[src/verilog/mst_defs.vh]
// register map, field positions and reset values of the strobe timing block
`ifndef MST_DEFS_VH
`define MST_DEFS_VH

`define MST_ADDR_W        6
// word addresses: 0x00..0x0f strobe words (bank*4 + strobe)
`define MST_ADDR_STROBE   6'h00
`define MST_ADDR_BANK1    6'h10
`define MST_ADDR_CTRL     6'h14
`define MST_ADDR_STATUS   6'h15

// strobe numbers inside a bank
`define MST_STB_ROW       0
`define MST_STB_COL       1
`define MST_STB_PROG      2
`define MST_STB_WRITE     3

// strobe timing word
`define MST_SW_W          17
`define MST_SW_FALL_LO    0
`define MST_SW_FALL_HI    5
`define MST_SW_RISE_LO    6
`define MST_SW_RISE_HI    11
`define MST_SW_FALL_DEF   12
`define MST_SW_RISE_DEF   13
`define MST_SW_QUAL_RD    14
`define MST_SW_QUAL_WR    15
`define MST_SW_ACTIVE     16
`define MST_SW_RESET      17'h0_0000

// bank_config_word_one
`define MST_B1_W          14
`define MST_B1_WAIT       0
`define MST_B1_DRAM       1
`define MST_B1_ROW_LO     8
`define MST_B1_ROW_HI     13
`define MST_B1_RESET      14'h0000

// global control word: pending_select_bit
`define MST_CTRL_PEND     0

// phase counting: two phases per clock, counter saturates
`define MST_PH_W          7
`define MST_PH_PER_CLK    7'h02
`define MST_PH_MAX        7'h7e

`endif

[src/verilog/mst_edge_unit.v]
// one strobe's falling and rising edge decision for the current cycle
`timescale 1ns/1ps
module mst_edge_unit #(
	parameter IS_ROW   = 0,
	parameter IS_WRITE = 0
) (
	input  wire [16:0] cfg,
	input  wire        busy,
	input  wire        is_write,
	input  wire        is_dram,
	input  wire [5:0]  row_edge,
	input  wire [6:0]  cyc_ph,
	input  wire [6:0]  cas_ph,
	input  wire        cas_on,
	output reg         strobe_low
);
`include "mst_defs.vh"

	reg        row_timed;
	reg        ref_ok;
	reg  [6:0] ph;
	reg  [5:0] fall;
	reg        rise_en;
	reg  [1:0] qual;

	always @* begin
		qual = {cfg[`MST_SW_QUAL_WR], cfg[`MST_SW_QUAL_RD]};
		// row strobe of a dram bank without its own fall delay follows
		// the bank's row edge setting, counted from cycle start
		row_timed = (IS_ROW != 0) && is_dram && !cfg[`MST_SW_FALL_DEF];
		if (is_dram && !row_timed) begin
			ph     = cas_ph;
			ref_ok = cas_on;
		end else begin
			ph     = cyc_ph;
			ref_ok = 1'b1;
		end
		if (row_timed)
			fall = row_edge;
		else if (cfg[`MST_SW_FALL_DEF])
			fall = cfg[`MST_SW_FALL_HI:`MST_SW_FALL_LO];
		else
			fall = 6'h00;
		if (qual != 2'b00)
			rise_en = is_write ? qual[1] : qual[0];
		else if (IS_WRITE != 0)
			rise_en = is_write;
		else
			rise_en = 1'b1;
		// no rise programmed, or rise not qualified: low until cycle end
		strobe_low = busy && cfg[`MST_SW_ACTIVE] && ref_ok &&
			(ph >= {1'b0, fall}) &&
			!(cfg[`MST_SW_RISE_DEF] && rise_en &&
			  (ph >= {1'b0, cfg[`MST_SW_RISE_HI:`MST_SW_RISE_LO]}));
	end

endmodule // mst_edge_unit

[src/verilog/mst_strobe_timing.v]
// programmable memory strobe timing with register port and pending pin
// Operation
// - a strobe rises early only in cycle types its qualifier selects
// - no qualifier: rise in reads and writes; write strobe in writes only
// - pending select 1 shows dma cycle pending, 0 shows refresh pending
// - strobe falls after 0..63 phases, from cas start or cycle start
// - optional rise delay 0..63 phases, same reference as the fall
// - without rise delay the strobe stays low until cycle end
// - wait input stretches timing only in banks with wait gate set
// - the bank's write strobe timing drives all four byte enables
// - bank without write strobe keeps byte enables inactive
// - two phases per clock; cycle counts are even phase counts
//
// The implementer's own choices: the register offsets and strobed register access.
`timescale 1ns/1ps
module mst_strobe_timing #(
	parameter BANKS = 4
) (
	input  wire        clk,
	input  wire        sys_rst,
	input  wire [5:0]  reg_addr,
	input  wire [31:0] reg_wdata,
	input  wire        reg_wr,
	input  wire        reg_rd,
	output reg  [31:0] reg_rdata,
	input  wire        cycle_start,
	input  wire [1:0]  cycle_bank,
	input  wire        cycle_write,
	input  wire        cas_start,
	input  wire        cycle_end,
	input  wire        external_wait_in,
	input  wire        dma_cycle_pending,
	input  wire        refresh_pending,
	output reg         row_strobe_n,
	output reg         col_strobe_n,
	output reg         prog_strobe_n,
	output reg  [3:0]  byte_enable_n,
	output reg         pending_indicator_out
);
`include "mst_defs.vh"

	reg  [16:0] strobe_cfg [0:15];
	reg  [13:0] bank_config_word_one [0:3];
	reg         pending_select_bit;

	reg         busy_reg;
	reg  [1:0]  bank_reg;
	reg         write_reg;
	reg  [6:0]  cyc_ph_reg;
	reg  [6:0]  cas_ph_reg;
	reg         cas_on_reg;

	wire [3:0]  low_req;
	wire [13:0] cur_b1;
	wire        stall;
	reg  [31:0] rdata_next;
	integer     i;

	assign cur_b1 = bank_config_word_one[bank_reg];
	// wait only freezes the phase count of gated banks
	assign stall = external_wait_in && cur_b1[`MST_B1_WAIT];

	// register writes
	always @(posedge clk or posedge sys_rst) begin
		if (sys_rst) begin
			for (i = 0; i < 16; i = i + 1)
				strobe_cfg[i] <= `MST_SW_RESET;
			for (i = 0; i < 4; i = i + 1)
				bank_config_word_one[i] <= `MST_B1_RESET;
			pending_select_bit <= 1'b0;
		end else if (reg_wr) begin
			if (reg_addr[5:4] == 2'b00)
				strobe_cfg[reg_addr[3:0]] <= reg_wdata[16:0];
			else if (reg_addr[5:2] == 4'h4)
				bank_config_word_one[reg_addr[1:0]] <=
					reg_wdata[13:0];
			else if (reg_addr == `MST_ADDR_CTRL)
				pending_select_bit <= reg_wdata[`MST_CTRL_PEND];
		end
	end

	// read mux; data stands the cycle after the strobe, zero otherwise
	always @* begin
		rdata_next = 32'h0000_0000;
		if (reg_addr[5:4] == 2'b00)
			rdata_next = {15'h0000, strobe_cfg[reg_addr[3:0]]};
		else if (reg_addr[5:2] == 4'h4)
			rdata_next = {18'h0_0000,
				bank_config_word_one[reg_addr[1:0]]};
		else if (reg_addr == `MST_ADDR_CTRL)
			rdata_next = {31'h0000_0000, pending_select_bit};
		else if (reg_addr == `MST_ADDR_STATUS)
			rdata_next = {15'h0000, busy_reg, bank_reg, write_reg,
				cas_on_reg, stall, row_strobe_n, col_strobe_n,
				prog_strobe_n, byte_enable_n[0], cyc_ph_reg};
	end

	always @(posedge clk or posedge sys_rst) begin
		if (sys_rst)
			reg_rdata <= 32'h0000_0000;
		else if (reg_rd)
			reg_rdata <= rdata_next;
		else
			reg_rdata <= 32'h0000_0000;
	end

	// memory cycle tracking and phase counters
	always @(posedge clk or posedge sys_rst) begin
		if (sys_rst) begin
			busy_reg   <= 1'b0;
			bank_reg   <= 2'b00;
			write_reg  <= 1'b0;
			cyc_ph_reg <= 7'h00;
			cas_ph_reg <= 7'h00;
			cas_on_reg <= 1'b0;
		end else if (cycle_start) begin
			busy_reg   <= 1'b1;
			bank_reg   <= cycle_bank;
			write_reg  <= cycle_write;
			cyc_ph_reg <= 7'h00;
			cas_ph_reg <= 7'h00;
			cas_on_reg <= 1'b0;
		end else if (cycle_end) begin
			busy_reg   <= 1'b0;
			cas_on_reg <= 1'b0;
		end else if (busy_reg) begin
			if (cas_start) begin
				cas_on_reg <= 1'b1;
				cas_ph_reg <= 7'h00;
			end else if (cas_on_reg && !stall &&
					cas_ph_reg < `MST_PH_MAX) begin
				cas_ph_reg <= cas_ph_reg + `MST_PH_PER_CLK;
			end
			// saturate so a long cycle never wraps back under a delay
			if (!stall && cyc_ph_reg < `MST_PH_MAX)
				cyc_ph_reg <= cyc_ph_reg + `MST_PH_PER_CLK;
		end
	end

	genvar g;
	generate
		for (g = 0; g < 4; g = g + 1) begin : stb
			mst_edge_unit #(
				.IS_ROW   (g == `MST_STB_ROW),
				.IS_WRITE (g == `MST_STB_WRITE)
			) u_edge (
				// word index bank*4 + strobe, without a genvar bit-select
				.cfg        (strobe_cfg[bank_reg * 4 + g]),
				.busy       (busy_reg),
				.is_write   (write_reg),
				.is_dram    (cur_b1[`MST_B1_DRAM]),
				.row_edge   (cur_b1[`MST_B1_ROW_HI:`MST_B1_ROW_LO]),
				.cyc_ph     (cyc_ph_reg),
				.cas_ph     (cas_ph_reg),
				.cas_on     (cas_on_reg),
				.strobe_low (low_req[g])
			);
		end
	endgenerate

	// strobe pins and pending pin, registered
	always @(posedge clk or posedge sys_rst) begin
		if (sys_rst) begin
			row_strobe_n          <= 1'b1;
			col_strobe_n          <= 1'b1;
			prog_strobe_n         <= 1'b1;
			byte_enable_n         <= 4'hf;
			pending_indicator_out <= 1'b0;
		end else begin
			row_strobe_n  <= ~low_req[`MST_STB_ROW];
			col_strobe_n  <= ~low_req[`MST_STB_COL];
			prog_strobe_n <= ~low_req[`MST_STB_PROG];
			// inactive write strobe leaves all four high
			byte_enable_n <= {4{~low_req[`MST_STB_WRITE]}};
			pending_indicator_out <= pending_select_bit ?
				dma_cycle_pending : refresh_pending;
		end
	end

endmodule // mst_strobe_timing

[config.mk]
export PLATFORM = sky130hd
export DESIGN_NAME = mst_strobe_timing
export DESIGN_NICKNAME = d
export VERILOG_FILES = /design/src/verilog/mst_edge_unit.v /design/src/verilog/mst_strobe_timing.v
export VERILOG_INCLUDE_DIRS = /design/src /design/src/verilog
export SDC_FILE = /design/constraint.sdc
export NUM_CORES = 1
export LEC_CHECK = 0
export BUFFER_PORTS_ARGS = -buffer_cell sky130_fd_sc_hd__buf_4
export CORE_ASPECT_RATIO = 1.5
export CORE_MARGIN = 2
export CORE_UTILIZATION = 64
export CTS_BUF_LIST = sky130_fd_sc_hd__clkbuf_8
export CTS_CLUSTER_SIZE = 16
export DETAILED_ROUTE_END_ITERATION = 16
export MAX_ROUTING_LAYER = met4
export PLACE_DENSITY = 0.81
export REMOVE_ABC_BUFFERS = 1
export SLEW_MARGIN = 0
export SYNTH_ARGS = -nofsm -noshare
export SYNTH_HDL_FRONTEND = slang
export SYNTH_SLANG_ARGS = --single-unit
[constraint.sdc]
create_clock -name clk -period 14.7 [get_ports clk]
set_input_delay 2.94 -clock clk [delete_from_list [all_inputs] [get_ports clk]]
set_output_delay 2.94 -clock clk [all_outputs]
set_load 0.05 [all_outputs]
==> metrics.md, run 1 <==
| Metric | Value |
|---|---|
| Outcome | complete, no violations |
| Grt ovf | 0 |
| Crit path largest cell delay | between 1 and 1.5 ns |
| Relative slew slack | 0.180 |
| Wire length per cell | just under 30 µm |
| Most used cell, CP | buf_4 |
| IR drop worst, VDD | slightly above 0.07 mV |
| Setup TNS | 0 ns |
| CTS tree | built |
| Power Density | approximately 120 nW/µm² |
| Post-DRT Antenna Nets | 0 |
| CTS clk-pin slew, worst paths | roughly 0.070 ns |
| Synth Flop Type | dfrtp_1 |
| Area leader, netlist | dfrtp_1 |
| DR pass1 iterations | 6 |
| WP data arrival | between 6 and 7 ns |
| Required time worst endpoint | approximately 15 ns |
| Most frequent cells in the layout | dfrtp_1 (362), mux2_2 (338), mux4_2 (167) |
| Dpl hpwl | roughly 34000 µm |
| Post-Synth XOR/XNOR Area | 0.00445 |
| Final hold violations | 0 |
| Syn-to-layout area delta | 8.98% |
| Largest net degree at the start of global routing | 141 |
| Final setup violation count | 0 |
| Post-synthesis sequential area ratio | 0.468 |
| Adder-Cell Fraction of Synth Area | 0.0261 |
| PortBufs | 60 |
| Fin. max-slew vios | 0 |
| Die Footprint | 32200 µm² |
| Rows | 78 |
| Critical path, cell by cell | buf_4 > buf_4 > nand4_1 > mux2_2 |
| Placed inst area | around 20000 µm² |
| Syn avg cell area | 14.8 µm² |
| DRC viols | 0 |
| Post-Route Skew | approximately 0.028 ns |
| Inst Count DP | ~1.7k |
| Root Buffer | clkbuf_8 |
| H-tree levels | 2 |
| Clk_lat worst skew | 0.62 ns |
| Fin crit share | 0.390 |
| Unrepaired setup endpoints after global routing | no |
| Cell Area, Synth | slightly below 20000 µm² |
| Cells after Synth | approximately 1.3k |
| Fmax | about 170 MHz |
| Worst-Margin Slew | ~1.2 ns |
| Top flop regs | strobe_cfg (272), bank_config_word_one (56), reg_rdata (17) |
| Design area | approximately 21000 µm² |
| CP top delay family | buffers and inverters |
| Routed WL | roughly 53000 µm |
| Largest Register | strobe_cfg |
| Ys Warns | 0 |
| Vias in the first global route | 13.0k |
| # resized after CTS | 0 |
| Min Tclk post-route | around 5.7 ns |
| CTS Hold Bufs | 0 |
| Crit-path slowest cell | nand4_1 |
| Post-Synth Simple-Gate Area | 0.0419 |
| Compound-Gate Fraction of Synth Area | 0.0354 |
| Ys async rst share | 1.00 |
| DR vias | about 13k |
| Hold Path Class | reg -> reg |
| Yosys top cell area share | 0.463 |
| Mux cell area share after synthesis | 0.389 |
| Leak | between 0.009 and 0.01 µW |
| GRT Overall Usage | 0.350 |
| # Post-CTS Setup Buffers | 0 |
| Max Cap Violations | 0 |
| # nets final | around 1.4k |
| Share of cells above drive strength 1 | 0.501 |
| Die Ht | approximately 220 µm |
| Drt initial violations | 1147 |
| Initial antenna violation count | 1 |
| Total CTS buffers | 54 |
| Post-synth EDFFs | 0 |
| Element type at the critical path end | register |
| Bufs on Longest Clock Path | 3 |
| Core Area | 30300 µm² |
| Final cell count without fillers | 1799 |
| Commonest non-fill, non-tap cell in the layout | dfrtp_1 |
| First-pass GRT wire length | roughly 81000 µm |
| Chip width | roughly 150 µm |
| Yosys cell types | 62 |
| Max reg flops | ~270 |
| Vias per cell | between 7 and 8 |
| FF+latch count, synth | 368 |
| Top cells by area, synth | dfrtp_1 (46%), mux2_2 (19%), mux4_2 (19%) |
| CP Class | in -> reg |
| Max FO, Critical Path | 56 |
| CP Buf/Inv Count | 2 |
| I/O Pins | a little over 90 |
| Initial Util | 0.651 |
| Worst setup SP type | input pin |
| Gp weighted congestion | ~0.9 |
| Sink Count | between 300 and 400 |
| Main combinational cell family by area after synthesis | multiplexers |
-- logic make-up after synthesis --
logic type	after synthesis
DFF	368
muxes	514
other	1
AOI/OAI and AO/OA	89
xor gates and xnor gates	10
buffers and inverters	144
adders and majority gates	43
and+or+nand+nor	158
-- cell type report --
class | count | area [µm²]
repair buffers | 85 | 638
diodes | 1 | 2.50
inverters | 21 | 86.3
flip-flops and latches | 368 | 9220
clock inverters | 18 | 78.8
multi-input cells | 829 | 9870
fillers | 2026 | 8800
clock buffers | 77 | 1060
well taps | 400 | 500
-- report_power, final --
group          switching, µW  internal [µW]  total [µW]
clock network            396            460         856
logic                    236            268         505
registers                105           1140        1250
-- cells in the mapped netlist, types with 6 or more instances --
master,number
buf_1,6
nor3_1,7
o211ai_1,7
inv_1,21
maj3_1,9
o21ai_0,10
clkbuf_1,50
buf_2,40
nor2b_1,19
nand4_1,6
a222oi_1,9
nor2_1,28
xor2_1,8
a21oi_1,9
buf_4,27
ha_1,33
nand3_1,12
nand2_1,47
nand2b_1,7
mux2_2,338
dfrtp_1,364
mux4_2,167
mux2i_1,9
-- worst paths after layout --
path | to | depth (start not counted) | slack (ns) | from
setup / recovery | bank_config_word_one[13] | 4 | 8.96 | reg_addr[0]
hold / removal | bank_config_word_one[35] | 1 | 0.51 | bank_config_word_one[35]
setup reg to reg | col_strobe_n | 9 | 10.41 | bank_reg[1]
hold reg to reg | bank_config_word_one[35] | 1 | 0.51 | bank_config_word_one[35]
max in group asynchronous | strobe_cfg[167] | 4 | 9.77 | sys_rst
min in group asynchronous | reg_rdata[11] | 2 | 2.45 | sys_rst
-- worst reg2reg max path: stages, from the launching register on --
cell	delay [ns]
dfrtp_4	0.77
mux4_2	0.57
mux2i_1	0.79
inv_1	0.28
ha_1	0.35
a21boi_0	0.12
o21a_1	0.18
o21a_1	0.17
o21a_1	0.19
o311ai_0	0.68
-- through the flow --
stage,utilization,total power (µW),worst slack [ns],hold WS (ns)
after global placement,0.672,1740,8.45,0.482
after floorplan,-,1590,1.55,0.474
final,0.709,2610,8.96,0.507
after CTS,0.709,2610,9.02,0.506
after global routing,0.709,2700,8.82,0.511
after detailed placement,0.672,1760,8.36,0.492
-- metal layers --
layer,routed length (µm),GRT usage,up-vias
li1,-,-,5122
met1,19800,0.449,6724
met3,4150,0.0580,187
met5,0,-,-
met2,26500,0.552,637
met4,2810,0.168,0
Note: power is estimated with default switching activity, not from simulation.
==> inputs of run 2 (changes only) <==
clock period = 5.75 ns   (was 14.7 ns; I/O delays follow)
==> run 2 against run 1 <==
Compared with the run above: sequential share of layout area is essentially flat; sequential power rose to 2.6 times the previous value; setup slack worse by 7.0 ns; global-route usage decreased by 0.13 points; register-to-register slack got worse by 8.5 ns; clock-buffer cell count shrank 7; non-clock buffer count is 4 higher; final cell count rose by 0.11%; first-iteration DRC count decreased by 7.3%; sequential cell count unchanged; design area fell by 0.10%; critical path type is now reg -> reg.
==> metrics.md, run 2 (synthesis gave the netlist of run 1 again) <==
| Metric | Value |
|---|---|
| Power Density | ~310 nW/µm² |
| Fin crit share | 0.667 |
| Top flop regs | strobe_cfg (272), bank_config_word_one (56), reg_rdata (17) |
| Crit-path slowest cell | mux4_2 |
| Dpl hpwl | 34200 µm |
| Chip width | 147 µm |
| Final hold violations | 0 |
| Syn-to-layout area delta | 8.86% |
| Total CTS buffers | 54 |
| Sw Share | 0.288 |
| Fill count | between 1.5k and 2k |
| Crit path largest cell delay | between 0.7 and 0.8 ns |
| Max reg flops | ~270 |
| Sw power | about 1900 µW |
| Power share of the combinational group | 0.195 |
| Fin. max-slew vios | 0 |
| Largest net degree at the start of global routing | ~140 |
| Post-Route Skew | between 0.03 and 0.04 ns |
| Vias in the first global route | 13.1k |
| WP data arrival | approximately 4.3 ns |
| # nets final | roughly 1.4k |
| Bufs on Longest Clock Path | 3 |
| N_diodes | 0 |
| # Post-CTS Setup Buffers | 0 |
| Worst-Margin Slew | between 1 and 1.5 ns |
| PortBufs | 60 |
| Hold Path Origin | bank_config_word_one[19] |
| Clk_lat worst skew | approximately 0.62 ns |
| Reg2reg setup slack | around 1.9 ns |
| R2R depth | 9 |
| DR vias | approximately 13k |
| Min Tclk post-route | between 3 and 4 ns |
| H-tree levels | 2 |
| IR drop worst, VDD | about 0.18 mV |
| Sequential share of power | 0.485 |
| Fmax | roughly 260 MHz |
| Leak | 0.00979 µW |
| Outcome | complete, no violations |
| Unrepaired setup endpoints after global routing | no |
| Post-DRT Antenna Nets | 0 |
| Worst Slack Setup Final | about 1.9 ns |
| Vias per cell | 7.04 |
| Hold Path Class | reg -> reg |
| CP Class | reg -> reg |
| Routed WL | ~53000 µm |
| Share of cells above drive strength 1 | 0.498 |
| I/O Pins | between 90 and 100 |
| DR pass1 iterations | 5 |
| Die Ht | around 220 µm |
| GRT Overall Usage | 0.348 |
| FF-to-FF End | col_strobe_n |
| Most used cell, CP | o21a_1 |
| Final hold slack | around 0.5 ns |
| CTS clk-pin slew, worst paths | approximately 0.06 ns |
| Gp weighted congestion | 0.931 |
| Rows | a little under 80 |
| Max Cap Violations | 0 |
| Commonest non-fill, non-tap cell in the layout | dfrtp_1 |
| Sink Count | around 370 |
| Hold path endpoint | bank_config_word_one[19] |
| # resized after CTS | 0 |
| Drt initial violations | between 1k and 1.5k |
| CTS Hold Bufs | 0 |
| Initial antenna violation count | 0 |
| Clk pwr share | 0.320 |
| Root Buffer | clkbuf_8 |
| Reg2reg start | bank_reg[0] |
| Final setup violation count | 0 |
| Hold depth | 1 |
| Largest Register | strobe_cfg |
| Grt ovf | 0 |
| First-pass GRT wire length | ~80000 µm |
| DRC viols | 0 |
| Wire length per cell | about 29 µm |
| Die Footprint | 32200 µm² |
| Setup WS pre-CTS | 1.69 ns |
| Element type at the critical path end | register |
| Required time worst endpoint | 6.25 ns |
| P_int | 4690 µW |
| Critical path, cell by cell | mux4_2 > mux2i_1 > inv_1 > ha_1 > a21boi_0 > o21a_1 > o21a_1 > o21a_1 > o311ai_0 |
| Relative slew slack | 0.275 |
| Initial Util | 0.651 |
| Most frequent cells in the layout | dfrtp_1 (362), mux2_2 (338), mux4_2 (167) |
| Core Area | around 30000 µm² |
| CTS tree | built |
| Worst setup SP type | register |
| Max FO, Critical Path | 28 |
-- run 2: changes by cell type in the layout (fill, tap and decap cells not counted), sizes merged --
cell / change
inv: +5
clkbuf: -7
clkinv: +1
diode: -1
buf: +4
-- run 2: critical path: cells and delay by family (launching register included) --
family	cells	cell delay [ns]
compound gates	5	0.98
flops	1	0.75
mux	2	1.39
buf+inv	1	0.26
fa+ha+maj	1	0.33
-- run 2: stage by stage --
step                      TNS [ns]  instance area, µm²  instances  total power [µW]   util
after global routing             0               21400       1801              6820  0.709
after global placement           0               20400       1707              4440  0.673
after CTS                        0               21400       1801              6590  0.709
final                            0               21400       1801              6590  0.709
after detailed placement         0               20400       1707              4510  0.673
after floorplan           -2052.90               19100       1218              4060      -
-- run 2: area by class of cell --
class	count	area (µm²)	area share
timing repair buffer	89	693	0.0323
clock inverter	24	108	0.00502
tap	400	500	0.0233
multi-input combinational	829	9860	0.460
sequential	368	9220	0.430
inverter	21	86.3	0.00403
clock buffer	70	963	0.0449
-- run 2: how the worst max path moves through the flow --
| stage | startpoint | to | slack [ns] | depth (start not counted) |
|---|---|---|---|---|
| floorplan | sys_rst | bank_config_word_one[0] | -5.61 | 1 |
| finish | bank_reg[0] | col_strobe_n | 1.92 | 9 |
| CTS | bank_reg[0] | col_strobe_n | 1.91 | 9 |
| global route | bank_reg[0] | col_strobe_n | 1.72 | 9 |
| detailed placement | reg_addr[1] | reg_rdata[1] | 1.69 | 6 |
| global placement | reg_addr[1] | reg_rdata[1] | 1.79 | 6 |
-- run 2: routing by layer --
layer	vias up	track usage	wire length (µm)
met4	0	0.193	3410
met3	199	0.0653	4620
li1	5152	-	-
met2	690	0.557	26000
met5	-	-	0
met1	6632	0.422	18800
-- run 2: power by group through the flow --
stage                     registers [µW]  clock network [µW]  logic [µW]
after CTS                           3190                2130        1280
after floorplan                     3180                   0         877
after global routing                3230                2230        1360
final                               3200                2110        1280
after detailed placement            3230                   0        1270
after global placement              3210                   0        1230
